## config.mk

```make
export PLATFORM = sky130hd
export DESIGN_NAME = sb0_bank0
export DESIGN_NICKNAME = d
export VERILOG_FILES = /design/src/hw/sb0_queue.v /design/src/hw/sb0_irq_prio.v /design/src/hw/sb0_bank0.v
export VERILOG_INCLUDE_DIRS = /design/src /design/src/shared
export SDC_FILE = /design/constraint.sdc
export NUM_CORES = 1
export LEC_CHECK = 0
export ABC_AREA = 1
export BUFFER_PORTS_ARGS = -buffer_cell sky130_fd_sc_hd__buf_4
export CAP_MARGIN = 25
export CORE_ASPECT_RATIO = 1.75
export CORE_UTILIZATION = 40
export CTS_CLUSTER_DIAMETER = 80
export CTS_CLUSTER_SIZE = 12
export DETAILED_ROUTE_END_ITERATION = 7
export MAX_ROUTING_LAYER = met4
export PLACE_DENSITY = 0.54
export REMOVE_ABC_BUFFERS = 1
export SETUP_SLACK_MARGIN = 0.3
export SLEW_MARGIN = 30
export SYNTH_ARGS = -nofsm -noshare
export SYNTH_HDL_FRONTEND = slang
export SYNTH_SLANG_ARGS = --single-unit
```

## constraint.sdc

```tcl
create_clock -name pclk -period 6.65 [get_ports pclk]
set_input_delay 0.665 -clock pclk [delete_from_list [all_inputs] [get_ports pclk]]
set_output_delay 0.665 -clock pclk [all_outputs]
set_load 0.1 [all_outputs]
```

## src/shared/sb0_defs.vh

```
// Register indices, field positions, reset values and event codes of bank 0.
// Assumes it is included by bare name from every design file that needs it.
`ifndef SB0_DEFS_VH
`define SB0_DEFS_VH

// ************************************************************
// Register indices (byte address is index shifted left by two)
// ************************************************************
`define SB0_IDX_DATA 4'h0
`define SB0_IDX_IRQ_EN 4'h1
`define SB0_IDX_EVENT 4'h2
`define SB0_IDX_LINE_CTL 4'h3
`define SB0_IDX_MODEM_CTL 4'h4
`define SB0_IDX_LINE_STAT 4'h5
`define SB0_IDX_MODEM_STAT 4'h6
`define SB0_IDX_SCRATCH 4'h7
`define SB0_IDX_MODE 4'h8
`define SB0_IDX_LSB 2

// ************************************************************
// Field positions
// ************************************************************
`define SB0_MODE_EXT 0
`define SB0_MODE_CIR 1
`define SB0_QC_FIFO_EN 0
`define SB0_QC_RX_CLR 1
`define SB0_QC_TX_CLR 2
`define SB0_LC_BANK 7
`define SB0_MC_DMA_EN 2
`define SB0_MS_RI 2

// ************************************************************
// Reset values and masks
// ************************************************************
`define SB0_ZERO8 8'h00
`define SB0_IRQ_EN_MASK_STD 8'h0f
`define SB0_IRQ_EN_MASK_EXT 8'h3f

// ************************************************************
// Event identification codes, non-extended layout
// ************************************************************
`define SB0_ID_NONE 4'h1
`define SB0_ID_LINE 4'h6
`define SB0_ID_RX_LEVEL 4'h4
`define SB0_ID_RX_TIMEOUT 4'hc
`define SB0_ID_TX_LOW 4'h2
`define SB0_ID_MODEM 4'h0

// ************************************************************
// Queue thresholds
// ************************************************************
`define SB0_RX_THR0 5'h01
`define SB0_RX_THR1 5'h04
`define SB0_RX_THR2 5'h08
`define SB0_RX_THR3 5'h0e
`define SB0_TX_THR 5'h04

`endif

```

## src/hw/sb0_queue.v

```verilog
// Byte queue held in flip-flops, used for both receive and transmit data.
// Assumes pushes when full and pops when empty may be dropped.
`timescale 1ns/1ps
module sb0_queue #(
    parameter WIDTH = 8,
    parameter DEPTH = 16,
    parameter AW = 4
) (
    input wire clk,
    input wire rstn,
    input wire clear,
    input wire push,
    input wire [WIDTH-1:0] din,
    input wire pop,
    output wire [WIDTH-1:0] dout,
    output wire [AW:0] count
);
    localparam [AW:0] FULL = DEPTH[AW:0];
    reg [WIDTH-1:0] mem [0:DEPTH-1];
    reg [AW-1:0] wr_ptr;
    reg [AW-1:0] rd_ptr;
    reg [AW:0] cnt;
    wire do_push = push && (cnt != FULL);
    wire do_pop = pop && (cnt != {(AW+1){1'b0}});

    assign dout = mem[rd_ptr];
    assign count = cnt;

    always @(posedge clk) begin
        if (do_push) begin
            mem[wr_ptr] <= din;
        end
    end

    always @(posedge clk or negedge rstn) begin
        if (!rstn) begin
            wr_ptr <= {AW{1'b0}};
            rd_ptr <= {AW{1'b0}};
            cnt <= {(AW+1){1'b0}};
        end else if (clear) begin
            wr_ptr <= {AW{1'b0}};
            rd_ptr <= {AW{1'b0}};
            cnt <= {(AW+1){1'b0}};
        end else begin
            if (do_push) begin
                wr_ptr <= wr_ptr + 1'b1;
            end
            if (do_pop) begin
                rd_ptr <= rd_ptr + 1'b1;
            end
            if (do_push && !do_pop) begin
                cnt <= cnt + 1'b1;
            end else if (do_pop && !do_push) begin
                cnt <= cnt - 1'b1;
            end
        end
    end
endmodule

```

## src/hw/sb0_irq_prio.v

```verilog
// Five-level priority encoder for the legacy event code.
// Assumes every input is already gated by its enable bit.
`include "sb0_defs.vh"
`timescale 1ns/1ps
module sb0_irq_prio (
    input wire line_ev,
    input wire rx_level_ev,
    input wire rx_timeout_ev,
    input wire tx_low_ev,
    input wire modem_ev,
    output reg [3:0] event_id
);
    always @* begin
        if (line_ev) begin
            event_id = `SB0_ID_LINE;
        end else if (rx_timeout_ev) begin
            event_id = `SB0_ID_RX_TIMEOUT;
        end else if (rx_level_ev) begin
            event_id = `SB0_ID_RX_LEVEL;
        end else if (tx_low_ev) begin
            event_id = `SB0_ID_TX_LOW;
        end else if (modem_ev) begin
            event_id = `SB0_ID_MODEM;
        end else begin
            event_id = `SB0_ID_NONE;
        end
    end
endmodule

```

## src/hw/sb0_bank0.v

```verilog
// Bank 0 control of a serial port: data port, queues, enables, events, interrupt line.
// Assumes APB master, receiver, transmitter and DMA all on pclk;
// DMA strobes last one cycle.
//
// Behaviour
// Reset selects legacy mode: no queues, no extended features.
// Eight byte registers at indices 0..7; index 0 read is receive, write transmit.
// Data port read gives the holding byte, or the oldest queued byte.
// Data port write loads the holding byte, or pushes onto the transmit queue.
// DMA strobes reach the data ports whatever bank is selected.
// Enable bits 4..7 are writable only in extended mode, else held at zero.
// Reset clears every enable bit.
// Legacy: enable bit 0 gates receive level and receive time-out, codes 0100, 1100.
// Legacy: enable bit 1 gates transmit low level, code 0010.
// Legacy: enable bit 2 gates line status, code 0110.
// Legacy: enable bit 3 gates modem status, code 0000.
// Extended: bit 0 gates receive level at threshold or receive time-out.
// Extended: bit 1 gates transmit queue below threshold or holding empty.
// Extended: bits 2 and 3 gate line and modem status; bits 6, 7 reserved.
// Extended: bit 4 gates DMA terminal count while DMA is enabled.
// Extended: bit 5 gates transmitter and transmit queue both empty.
// Consumer infrared: bits 1 and 0 behave as in extended modes.
// Software clears the enables in an edge-triggered service routine.
// Software keeps self-clearing source enables at zero while polling.
// Legacy pending events rank line, receive, transmit, modem.
// Consumer infrared: bit 2 gates receive overrun and transmit underrun.
// Interrupt output is high only while an enabled event is pending.
//
// Implementation choice: the APB slave port.
`include "sb0_defs.vh"
`timescale 1ns/1ps
module sb0_bank0 #(
    parameter ADDR_W = 6,
    parameter DEPTH = 16,
    parameter AW = 4
) (
    input wire pclk,
    input wire presetn,
    input wire psel,
    input wire penable,
    input wire pwrite,
    input wire [ADDR_W-1:0] paddr,
    input wire [31:0] pwdata,
    output reg [31:0] prdata,
    output reg pready,
    output reg pslverr,
    input wire rx_byte_valid,
    input wire [7:0] rx_byte,
    input wire [2:0] rx_err,
    input wire rx_timeout,
    output reg [7:0] tx_data,
    output reg tx_valid,
    input wire tx_ready,
    input wire tx_shift_empty,
    input wire tx_underrun,
    input wire [3:0] modem_lines,
    input wire dma_rx_rd,
    output reg [7:0] dma_rx_data,
    input wire dma_tx_wr,
    input wire [7:0] dma_tx_data,
    input wire dma_tc,
    output reg irq
);
    // ************************************************************
    // Thresholds
    // ************************************************************
    function [AW:0] rx_thr;
        input [1:0] sel;
        begin
            case (sel)
                2'h0: rx_thr = `SB0_RX_THR0;
                2'h1: rx_thr = `SB0_RX_THR1;
                2'h2: rx_thr = `SB0_RX_THR2;
                default: rx_thr = `SB0_RX_THR3;
            endcase
        end
    endfunction

    // ************************************************************
    // State
    // ************************************************************
    reg [1:0] mode;
    reg [7:0] irq_enable;
    reg fifo_en;
    reg [1:0] rx_thr_sel;
    reg [7:0] line_control;
    reg [7:0] modem_control;
    reg [7:0] scratch;
    reg oe_flag;
    reg [2:0] err_flags;
    reg line_stat_event;
    reg [3:0] modem_delta;
    reg [3:0] modem_prev;
    reg rx_to_flag;
    reg tx_low_flag;
    reg tx_empty_prev;
    reg dma_ev;
    reg [3:0] acc_idx;
    reg acc_bad;

    wire ext_mode = mode[`SB0_MODE_EXT];
    wire cir_mode = mode[`SB0_MODE_CIR];
    wire ext_layout = ext_mode | cir_mode;
    wire [3:0] idx = paddr[`SB0_IDX_LSB+3:`SB0_IDX_LSB];
    wire bank0 = ~line_control[`SB0_LC_BANK];
    wire setup = psel & ~penable;
    wire done = psel & penable & pready;
    wire wr_done = done & pwrite & ~acc_bad;
    wire rd_done = done & ~pwrite & ~acc_bad;
    wire [7:0] wbyte = pwdata[7:0];

    // ************************************************************
    // Queues
    // ************************************************************
    wire [7:0] rx_head;
    wire [7:0] tx_head;
    wire [AW:0] rx_cnt;
    wire [AW:0] tx_cnt;
    wire [AW:0] one = {{AW{1'b0}}, 1'b1};
    // Queues off: the holding register is a one-entry queue
    wire [AW:0] limit = fifo_en ? DEPTH[AW:0] : one;
    wire rx_full = (rx_cnt >= limit);
    wire rx_empty = (rx_cnt == {(AW+1){1'b0}});
    wire tx_empty = (tx_cnt == {(AW+1){1'b0}});
    wire host_rx_pop = rd_done && (acc_idx == `SB0_IDX_DATA);
    wire host_tx_push = wr_done && (acc_idx == `SB0_IDX_DATA);
    wire rx_pop = host_rx_pop | dma_rx_rd;
    wire tx_room = (tx_cnt < limit);
    wire tx_push = (host_tx_push | dma_tx_wr) & tx_room;
    wire [7:0] tx_in = host_tx_push ? wbyte : dma_tx_data;
    wire rx_push = rx_byte_valid & ~rx_full;
    wire tx_load = ~tx_empty & (~tx_valid | tx_ready);
    wire qc_wr = wr_done && (acc_idx == `SB0_IDX_EVENT);
    wire qc_toggle = qc_wr && (wbyte[`SB0_QC_FIFO_EN] != fifo_en);
    wire rx_clr = qc_wr & (wbyte[`SB0_QC_RX_CLR] | qc_toggle);
    wire tx_clr = qc_wr & (wbyte[`SB0_QC_TX_CLR] | qc_toggle);

    sb0_queue #(.WIDTH(8), .DEPTH(DEPTH), .AW(AW)) u_rx_queue (
        .clk(pclk),
        .rstn(presetn),
        .clear(rx_clr),
        .push(rx_push),
        .din(rx_byte),
        .pop(rx_pop),
        .dout(rx_head),
        .count(rx_cnt)
    );

    sb0_queue #(.WIDTH(8), .DEPTH(DEPTH), .AW(AW)) u_tx_queue (
        .clk(pclk),
        .rstn(presetn),
        .clear(tx_clr),
        .push(tx_push),
        .din(tx_in),
        .pop(tx_load),
        .dout(tx_head),
        .count(tx_cnt)
    );

    // ************************************************************
    // Events and enable gating
    // ************************************************************
    wire rx_level = fifo_en ? (rx_cnt >= rx_thr(rx_thr_sel)) : ~rx_empty;
    wire tx_level = fifo_en ? (tx_cnt < `SB0_TX_THR) : tx_empty;
    wire tx_all_empty = tx_empty & ~tx_valid & tx_shift_empty;
    wire modem_ev = |modem_delta;
    wire tx_low_src = ext_layout ? tx_level : tx_low_flag;
    wire g_rx_level = irq_enable[0] & rx_level;
    wire g_rx_to = irq_enable[0] & rx_to_flag;
    wire g_tx = irq_enable[1] & tx_low_src;
    wire g_line = irq_enable[2] & line_stat_event;
    wire g_modem = irq_enable[3] & modem_ev;
    wire g_dma = ext_layout & irq_enable[4] & dma_ev;
    wire g_txe = ext_layout & irq_enable[5] & tx_all_empty;
    wire any_irq = g_rx_level | g_rx_to | g_tx | g_line | g_modem | g_dma | g_txe;
    wire [3:0] legacy_id;

    sb0_irq_prio u_prio (
        .line_ev(g_line),
        .rx_level_ev(g_rx_level),
        .rx_timeout_ev(g_rx_to),
        .tx_low_ev(g_tx),
        .modem_ev(g_modem),
        .event_id(legacy_id)
    );

    // ************************************************************
    // Register read mux
    // ************************************************************
    reg [7:0] rd_byte;
    reg rd_bad;
    always @* begin
        rd_byte = `SB0_ZERO8;
        rd_bad = 1'b0;
        if (paddr[`SB0_IDX_LSB-1:0] != {`SB0_IDX_LSB{1'b0}} || idx > `SB0_IDX_MODE) begin
            rd_bad = 1'b1;
        end else if (!bank0 && idx != `SB0_IDX_LINE_CTL && idx != `SB0_IDX_MODE) begin
            rd_bad = 1'b1;
        end else begin
            case (idx)
                `SB0_IDX_DATA: rd_byte = rx_head;
                `SB0_IDX_IRQ_EN: rd_byte = irq_enable;
                `SB0_IDX_EVENT: begin
                    if (ext_layout) begin
                        rd_byte = {2'b00, tx_all_empty, dma_ev, modem_ev,
                            line_stat_event, tx_level, rx_level | rx_to_flag};
                    end else begin
                        rd_byte = {{2{fifo_en}}, 2'b00, legacy_id};
                    end
                end
                `SB0_IDX_LINE_CTL: rd_byte = line_control;
                `SB0_IDX_MODEM_CTL: rd_byte = modem_control;
                `SB0_IDX_LINE_STAT: begin
                    rd_byte = {1'b0, tx_all_empty, tx_empty, err_flags, oe_flag, ~rx_empty};
                end
                `SB0_IDX_MODEM_STAT: rd_byte = {modem_lines, modem_delta};
                `SB0_IDX_SCRATCH: rd_byte = ext_layout ? {7'h00, rx_to_flag} : scratch;
                `SB0_IDX_MODE: rd_byte = {6'h00, mode};
                default: rd_bad = 1'b1;
            endcase
        end
    end

    // ************************************************************
    // APB slave: one access cycle, answer registered at setup
    // ************************************************************
    always @(posedge pclk or negedge presetn) begin
        if (!presetn) begin
            prdata <= 32'h00000000;
            pready <= 1'b0;
            pslverr <= 1'b0;
            acc_idx <= 4'h0;
            acc_bad <= 1'b0;
        end else begin
            pready <= setup;
            if (setup) begin
                prdata <= {24'h000000, pwrite ? `SB0_ZERO8 : rd_byte};
                pslverr <= rd_bad;
                acc_idx <= idx;
                acc_bad <= rd_bad;
            end else if (done) begin
                pslverr <= 1'b0;
            end
        end
    end

    // ************************************************************
    // Control registers
    // ************************************************************
    always @(posedge pclk or negedge presetn) begin
        if (!presetn) begin
            mode <= 2'b00;
            irq_enable <= `SB0_ZERO8;
            fifo_en <= 1'b0;
            rx_thr_sel <= 2'b00;
            line_control <= `SB0_ZERO8;
            modem_control <= `SB0_ZERO8;
            scratch <= `SB0_ZERO8;
        end else begin
            if (wr_done) begin
                case (acc_idx)
                    `SB0_IDX_IRQ_EN: begin
                        irq_enable <= wbyte & (ext_layout ? `SB0_IRQ_EN_MASK_EXT
                            : `SB0_IRQ_EN_MASK_STD);
                    end
                    `SB0_IDX_EVENT: begin
                        fifo_en <= wbyte[`SB0_QC_FIFO_EN];
                        rx_thr_sel <= wbyte[7:6];
                    end
                    `SB0_IDX_LINE_CTL: line_control <= wbyte;
                    `SB0_IDX_MODEM_CTL: modem_control <= wbyte;
                    `SB0_IDX_SCRATCH: scratch <= wbyte;
                    `SB0_IDX_MODE: mode <= wbyte[1:0];
                    default: mode <= mode;
                endcase
            end else if (!ext_layout) begin
                irq_enable[7:4] <= 4'h0;
            end
        end
    end

    // ************************************************************
    // Sticky status flags; a set in the clearing cycle wins
    // ************************************************************
    wire ls_rd = rd_done && (acc_idx == `SB0_IDX_LINE_STAT);
    wire ms_rd = rd_done && (acc_idx == `SB0_IDX_MODEM_STAT);
    wire ev_rd = rd_done && (acc_idx == `SB0_IDX_EVENT);
    wire overrun = rx_byte_valid & rx_full;
    wire [2:0] err_in = rx_push ? rx_err : 3'b000;
    wire line_set = cir_mode ? (overrun | tx_underrun) : (overrun | (|err_in));
    wire [3:0] modem_chg = modem_lines ^ modem_prev;
    wire [3:0] modem_set = {modem_chg[3], modem_lines[`SB0_MS_RI] & ~modem_prev[`SB0_MS_RI],
        modem_chg[1:0]};
    wire tx_empty_rise = tx_empty & ~tx_empty_prev;
    wire dma_set = dma_tc & ext_layout & modem_control[`SB0_MC_DMA_EN];

    always @(posedge pclk or negedge presetn) begin
        if (!presetn) begin
            oe_flag <= 1'b0;
            err_flags <= 3'b000;
            line_stat_event <= 1'b0;
            modem_delta <= 4'h0;
            modem_prev <= 4'h0;
            rx_to_flag <= 1'b0;
            tx_low_flag <= 1'b0;
            tx_empty_prev <= 1'b1;
            dma_ev <= 1'b0;
        end else begin
            modem_prev <= modem_lines;
            tx_empty_prev <= tx_empty;
            oe_flag <= overrun | (oe_flag & ~ls_rd);
            err_flags <= err_in | (err_flags & {3{~ls_rd}});
            line_stat_event <= line_set | (line_stat_event & ~ls_rd);
            modem_delta <= modem_set | (modem_delta & {4{~ms_rd}});
            rx_to_flag <= (rx_timeout & fifo_en) | (rx_to_flag & ~rx_pop);
            // Legacy transmit low event clears on data write or on reading its own code
            tx_low_flag <= tx_empty_rise | (tx_low_flag & ~tx_push & ~host_tx_push
                & ~(ev_rd && !ext_layout && legacy_id == `SB0_ID_TX_LOW));
            dma_ev <= dma_set | (dma_ev & ~ev_rd);
        end
    end

    // ************************************************************
    // Data toward transmitter and DMA; interrupt line
    // ************************************************************
    always @(posedge pclk or negedge presetn) begin
        if (!presetn) begin
            tx_data <= `SB0_ZERO8;
            tx_valid <= 1'b0;
            dma_rx_data <= `SB0_ZERO8;
            irq <= 1'b0;
        end else begin
            if (tx_load) begin
                tx_data <= tx_head;
                tx_valid <= 1'b1;
            end else if (tx_ready) begin
                tx_valid <= 1'b0;
            end
            if (dma_rx_rd) begin
                dma_rx_data <= rx_head;
            end
            // Level output; edge-triggered hosts must drop enables while serving
            irq <= any_irq;
        end
    end
endmodule

```

# After elaboration in Yosys (flattened, before gate mapping)
# Memory sizes are Yosys's and may differ from the RTL's. A register that Yosys moved wholly into a read port is not among the register bits.
# Index checks and enable logic that the tools add are counted.
# word_totals
memories,2
ff_bits,105
out_inout_bits,52
romBits,0
inputBits,74
ram_bits,256
latchBits,0
word_cells,250
# op_classes
magnitude_cmp,5
reduce_logical,52
bitwise,78
div_mod_pow,0
eq_ne,26
shift,0
mul,0
n_mux,48
n_addsub,8
# memory_table
name,words,width,read_ports,rd_ports_with_merged_regs,wr,line,rtl
u_rx_queue.mem,16,8,1,0,1,sb0_queue.v:19,reg [WIDTH-1:0] mem [0:DEPTH-1];
u_tx_queue.mem,16,8,1,1,1,sb0_queue.v:19,
# op_table
cell,n
8-bit case mux with 9 select lines,1
4-bit 2-to-1 mux,14
8-bit 2-to-1 mux,7
1-bit AND,36
5-bit 2-to-1 mux,7
4-bit by 3-bit == test with 1-bit output (second input constant),8
4-bit by 2-bit == test with 1-bit output (second input constant),5
1-bit OR,20
1-bit logical AND,19
4-bit by 1-bit adder with 4-bit output (second input constant),4
1-bit 2-to-1 mux,16
1-bit NOT,16
2-bit AND reduction,7
2-bit nonzero test,7
4-bit case mux with 3 select lines,1
5-bit by 1-bit adder with 5-bit output (second input constant),2
5-bit >= comparator,2
5-bit logical NOT,2
5-bit != test (second input constant),2
5-bit nonzero test,2
5-bit by 1-bit subtractor with 5-bit output (second input constant),2
9-bit OR reduction,1
8-bit by 6-bit AND with 8-bit output,1
4-bit by 1-bit == test with 1-bit output (second input constant),2
other kinds (24),33

# Logic depth before layout (Yosys ltp)
# depth
ltp_word,13
mapped_depth,15
depth_no_buf,15

# Modules after synthesis
# A second synthesis with hierarchy kept.
# unflattened
hier_cells,1613
area_unflattened_um2,16704.8
# by_module_without_submodules
module,seq_area_each_um2,area_per_inst_um2,instances,cells_per_inst
sb0_queue,4169.0,6007.0,2,494
sb0_bank0,2128.3,4642.0,1,614
sb0_irq_prio,0.0,48.8,1,11

# Least setup slack after synthesis
# No wires, ideal clock.
# synth_path
path_kind,reg2reg
from,register pready
to,"register u_tx_queue.cnt[4], in the netlist u_tx_queue.count[4]"
required_time_ps,6526
setup_slack_ps,3649
synth_period_minus_slack_ps,3001
path_stages_with_launch,12
setup_ps,124
arrival_time_ps,2878
n_path_buf,0
cell_sequence,dfrtp_1 -> nand3_1 -> nor3_4 -> nand2_4 -> nand2_4 -> nand4_4 -> ha_1 -> nand2_1 -> o21ai_0 -> xor2_1 -> xnor2_1 -> o21ai_1
# synth_via
elab_chain_len,10
word_cells_on_any_way,17
classes_between,mux (2); bitwise (7); reduce/logical (8)
# synth_rtl
element,line,rtl
from (decl),sb0_bank0.v:45,"output reg pready,"
from (signal assigned),sb0_bank0.v:235,pready <= setup;
1-bit AND (*),sb0_bank0.v:107,wire done = psel & penable & pready;
1-bit AND (*) (2 in series),sb0_bank0.v:108,wire wr_done = done & pwrite & ~acc_bad;
1-bit logical AND,sb0_bank0.v:126,wire host_tx_push = wr_done && (acc_idx == `SB0_IDX_DATA);
1-bit OR,sb0_bank0.v:129,wire tx_push = (host_tx_push | dma_tx_wr) & tx_room;
1-bit AND,sb0_bank0.v:129,
1-bit logical AND,sb0_queue.v:23,wire do_push = push && (cnt != FULL);
1-bit logical AND / 1-bit logical NOT (equally long branches),"sb0_queue.v:51, sb0_queue.v:53",
5-bit 2-to-1 mux / 1-bit logical AND (equally long branches),"sb0_queue.v:51, sb0_queue.v:53",
5-bit 2-to-1 mux / 3-bit nonzero test (equally long branches),n/a,
to (signal assigned),sb0_queue.v:39,cnt <= {(AW+1){1'b0}};
to (signal assigned),sb0_queue.v:43,cnt <= {(AW+1){1'b0}};
to (signal assigned),sb0_queue.v:52,cnt <= cnt + 1'b1;
to (decl),sb0_queue.v:22,reg [AW:0] cnt;
# Mark *: on every way between the ends. The rest lies on a longest branch, timed or not.
# A chain may end at the register's enable or synchronous reset.

# Worst setup path after layout
# layout_path
from,register fifo_en
to,"register u_rx_queue.cnt[4], in the netlist u_rx_queue.count[4]"
# layout_via
elab_chain_len,8
word_cells_on_any_way,15
classes_between,order compare (1); eq/ne (1); mux (3); bitwise (4); reduce/logical (6)
# layout_rtl
element,line,rtl
from (decl),sb0_bank0.v:84,reg fifo_en;
from (signal assigned),sb0_bank0.v:267,fifo_en <= wbyte[`SB0_QC_FIFO_EN];
5-bit 2-to-1 mux,sb0_bank0.v:121,wire [AW:0] limit = fifo_en ? DEPTH[AW:0] : one;
5-bit >= comparator,sb0_bank0.v:122,wire rx_full = (rx_cnt >= limit);
1-bit NOT,sb0_bank0.v:131,wire rx_push = rx_byte_valid & ~rx_full;
1-bit AND,sb0_bank0.v:131,
1-bit logical AND,sb0_queue.v:23,
1-bit logical AND / 1-bit logical NOT (equally long branches),"sb0_queue.v:51, sb0_queue.v:53",
5-bit 2-to-1 mux / 1-bit logical AND (equally long branches),"sb0_queue.v:51, sb0_queue.v:53",
5-bit 2-to-1 mux / 3-bit nonzero test (equally long branches),n/a,
to (signal assigned),sb0_queue.v:39,
to (signal assigned),sb0_queue.v:43,
to (signal assigned),sb0_queue.v:52,
to (decl),sb0_queue.v:22,
# Several ways; a longest one is shown, not always the timed one.

==> reports/summary.txt <==
leading register cell type out of synthesis -> edfxtp_1
initial antenna violation count -> 0
Die H -> 267 µm
largest net degree at the start of global routing -> 70
first-pass GRT wire length -> 66.6 mm
number of synthesized register bits -> 367
WP data required -> 7.12 ns
Max clock buf depth -> 3
Initial DRT Pass Iterations -> 5
Area contributors post-synth -> edfxtp_1, dfrtp_1, nor2_1, o21ai_0, nand2_1
Via density -> 5.33
RSZ-0062 raised after global routing -> false
H-Tree Level Count -> 2
Top cell by count, worst path -> nand2_1
Worst-Skew Late Latency -> 0.54 ns
top post-synthesis cells by count -> nor2_1, edfxtp_1, nand2_1
DIE AREA -> 0.0410 mm²
Core Box Area -> 0.0394 mm²
Setup TNS Final -> 0 ns
leak pwr -> 6.96 nW
critical path's slowest cell -> dfrtp_1
Max Clock Freq -> 0.330 GHz
layout net count -> 1681
met2 wire length -> 24.7 mm
share of cells above drive strength 1 -> 0.106
row cnt -> 96
CP Cell Sequence -> inv_1, ha_1, inv_1, nand4_1, nand2_1, nand2_1, nor3_4, nand2_2, ha_1, nand2_1, o21ai_0, xor2_1, xor2_1, nand2_1, nand2_1
Cells after Synth -> 1510
io pins -> 126
DR top layer -> met4
Die Wd -> 154 µm
via count -> 11200
number of CTS-inserted buffers -> 36
status -> finished clean
GRT Residual Overflow -> 0
crit end category -> flip-flop
met1 wire length -> 15.8 mm
Worst Skew -> 0.0241 ns
PnR Total Power -> 7.36 mW
Max Slew Vio Count -> 0
CP Class -> flip-flop to flip-flop
Yosys top cell by area -> edfxtp_1
Syn. warnings -> 0
Seq/Total Area, Yosys -> 0.651
CP max stage delay -> 0.42 ns
period utilisation layout -> 0.456
routed wl met3 -> 1.78 mm
WP data arrival -> 3.50 ns
Mean Syn Cell Area -> 10.7 µm²
Hold Buf Count CTS -> 0
vias in the first global route -> 11200
PD cells -> 406 mW/mm²
# Post-CTS Setup Buffers -> 0
worst-path maximum fanout -> 9
initial DRC count -> 564
Max Cap Viol -> 0
total global-route track usage -> 0.225
CTS clock-pin slew for the worst setup and hold paths -> 0.07 ns
DRC violations left -> 0
Startpoint Class -> flip-flop
# setup viols final -> 0
ANT cells -> 0
VDD IR-drop max -> 0.273 mV
Fin. Hold Viols -> 0
Layout area overhead -> 12.7%
async set-reset flop share out of synthesis -> 0.302
HPWL after DPL -> 30.9 mm
Mapped Area -> 0.0161 mm²
Initial Util -> 0.408
Hold Path Class -> input pin to asynchronous set/reset pin
top-area cell type share of the netlist area -> 0.478
distinct cell type count after synthesis -> 49
Final Wtd Congestion -> 0.911
Routed wire per std cell -> 21.0 µm
Post-Route WL -> 44.2 mm
post-CTS sizing -> 0
CTS tree -> done
Worst-Margin Slew -> 0.957 ns
Post-DRT Antenna Nets -> 0
cell with the most instances after synthesis -> nor2_1
minimum clock period -> 3.03 ns
Port Buffer Count -> 77
Post-DP Area -> 0.0171 mm²
Slew HR -> 0.360
Root Buffer Master -> clkbuf_16
clk sinks -> 367
Post-synth EDFFs -> 256
post-route cell area -> 0.0181 mm²
## per-layer routing
metal	GRT usage	vias up
met5	-	-
met4	0.102	0
met3	0.0291	79
met2	0.424	272
li1	-	5369
met1	0.230	5464
## state kept, by name, indices dropped and copies added (netlist names), 5 cells and up
name,flops
prdata,8
irq_enable,6
modem_control,8
tx_data,8
u_tx_queue.mem,128
line_control,8
u_tx_queue.count,5
scratch,8
u_rx_queue.count,5
u_rx_queue.mem,128
dma_rx_data,8
## stage by stage
stage | hold slack (ns) | setup WS (ns) | std cells | util
global route | 0.210 | 3.37 | 2099 | 0.460
global placement | 0.419 | 3.24 | 2034 | 0.433
CTS | 0.175 | 3.55 | 2099 | 0.460
detailed placement | 0.433 | 3.20 | 2034 | 0.433
floorplan | 0.369 | 3.60 | 1451 | -
finish | 0.157 | 3.62 | 2099 | 0.460
## placed cells by master, fill, tap and decap left out, types with 3 or more instances in the layout
| cell type | count |
|---|---|
| nand2_2 | 5 |
| buf_4 | 93 |
| o21ai_1 | 16 |
| a31oi_1 | 21 |
| o211ai_1 | 43 |
| ha_1 | 23 |
| dfrtp_1 | 109 |
| nor2_1 | 257 |
| o22ai_1 | 20 |
| o21ai_0 | 191 |
| inv_1 | 93 |
| clkbuf_1 | 25 |
| inv_2 | 6 |
| nor3_1 | 12 |
| nand2_1 | 211 |
| clkinv_1 | 5 |
| a22o_1 | 3 |
| o221ai_1 | 16 |
| a21oi_1 | 18 |
| nand4_1 | 11 |
| conb_1 | 24 |
| nand3_1 | 57 |
| xor2_1 | 6 |
| xnor2_1 | 6 |
| edfxtp_1 | 256 |
| nor2_2 | 14 |
| clkbuf_16 | 37 |
## cell families after synthesis
logic type	share of synthesized area
other	0.000233
AOI/OAI and AO/OA	0.122
buffers and inverters	0.0502
DFF	0.651
xor gates and xnor gates	0.00653
adders and majority gates	0.0204
and+or+nand+nor	0.150
## final timing paths
| check | start | end | slack (ns) | cells past startpoint |
|---|---|---|---|---|
| max | fifo_en | u_rx_queue.count[4] | 3.62 | 15 |
| min | presetn | modem_prev[2] | 0.16 | 1 |
| max reg2reg | fifo_en | u_rx_queue.count[4] | 3.62 | 15 |
| min reg2reg | modem_prev[2] | modem_delta[2] | 0.44 | 1 |
| max in group asynchronous | presetn | tx_data[3] | 5.13 | 2 |
| min in group pclk | modem_lines[2] | modem_prev[2] | 0.24 | 1 |
## worst max-delay path, delay by kind of cell, from the launching register on
kind | cells | cell delay, ns
DFF | 1 | 0.42
buffers and inverters | 2 | 0.31
adders and majority gates | 2 | 0.68
AOI/OAI and AO/OA | 1 | 0.22
xor gates and xnor gates | 2 | 0.36
and+or+nand+nor | 8 | 0.99
## power breakdown
group	leakage [nW]	internal, mW	switching (mW)	total (mW)
sequential	3.65	2.67	0.182	2.85
combinational	2.80	0.704	1.91	2.61
clock	0.499	1.04	0.849	1.89
total	6.96	4.42	2.94	7.36
## area by class of cell
| class | count | area [µm²] |
|---|---|---|
| clock buffer | 62 | 1020 |
| clock inverter | 3 | 23.8 |
| fill | 3756 | 21300 |
| inverter | 104 | 390 |
| multi-input combinational | 980 | 4920 |
| sequential | 367 | 10500 |
| tap | 490 | 613 |
| timing repair buffer | 93 | 698 |
Note: power is estimated with default switching activity, not from simulation.
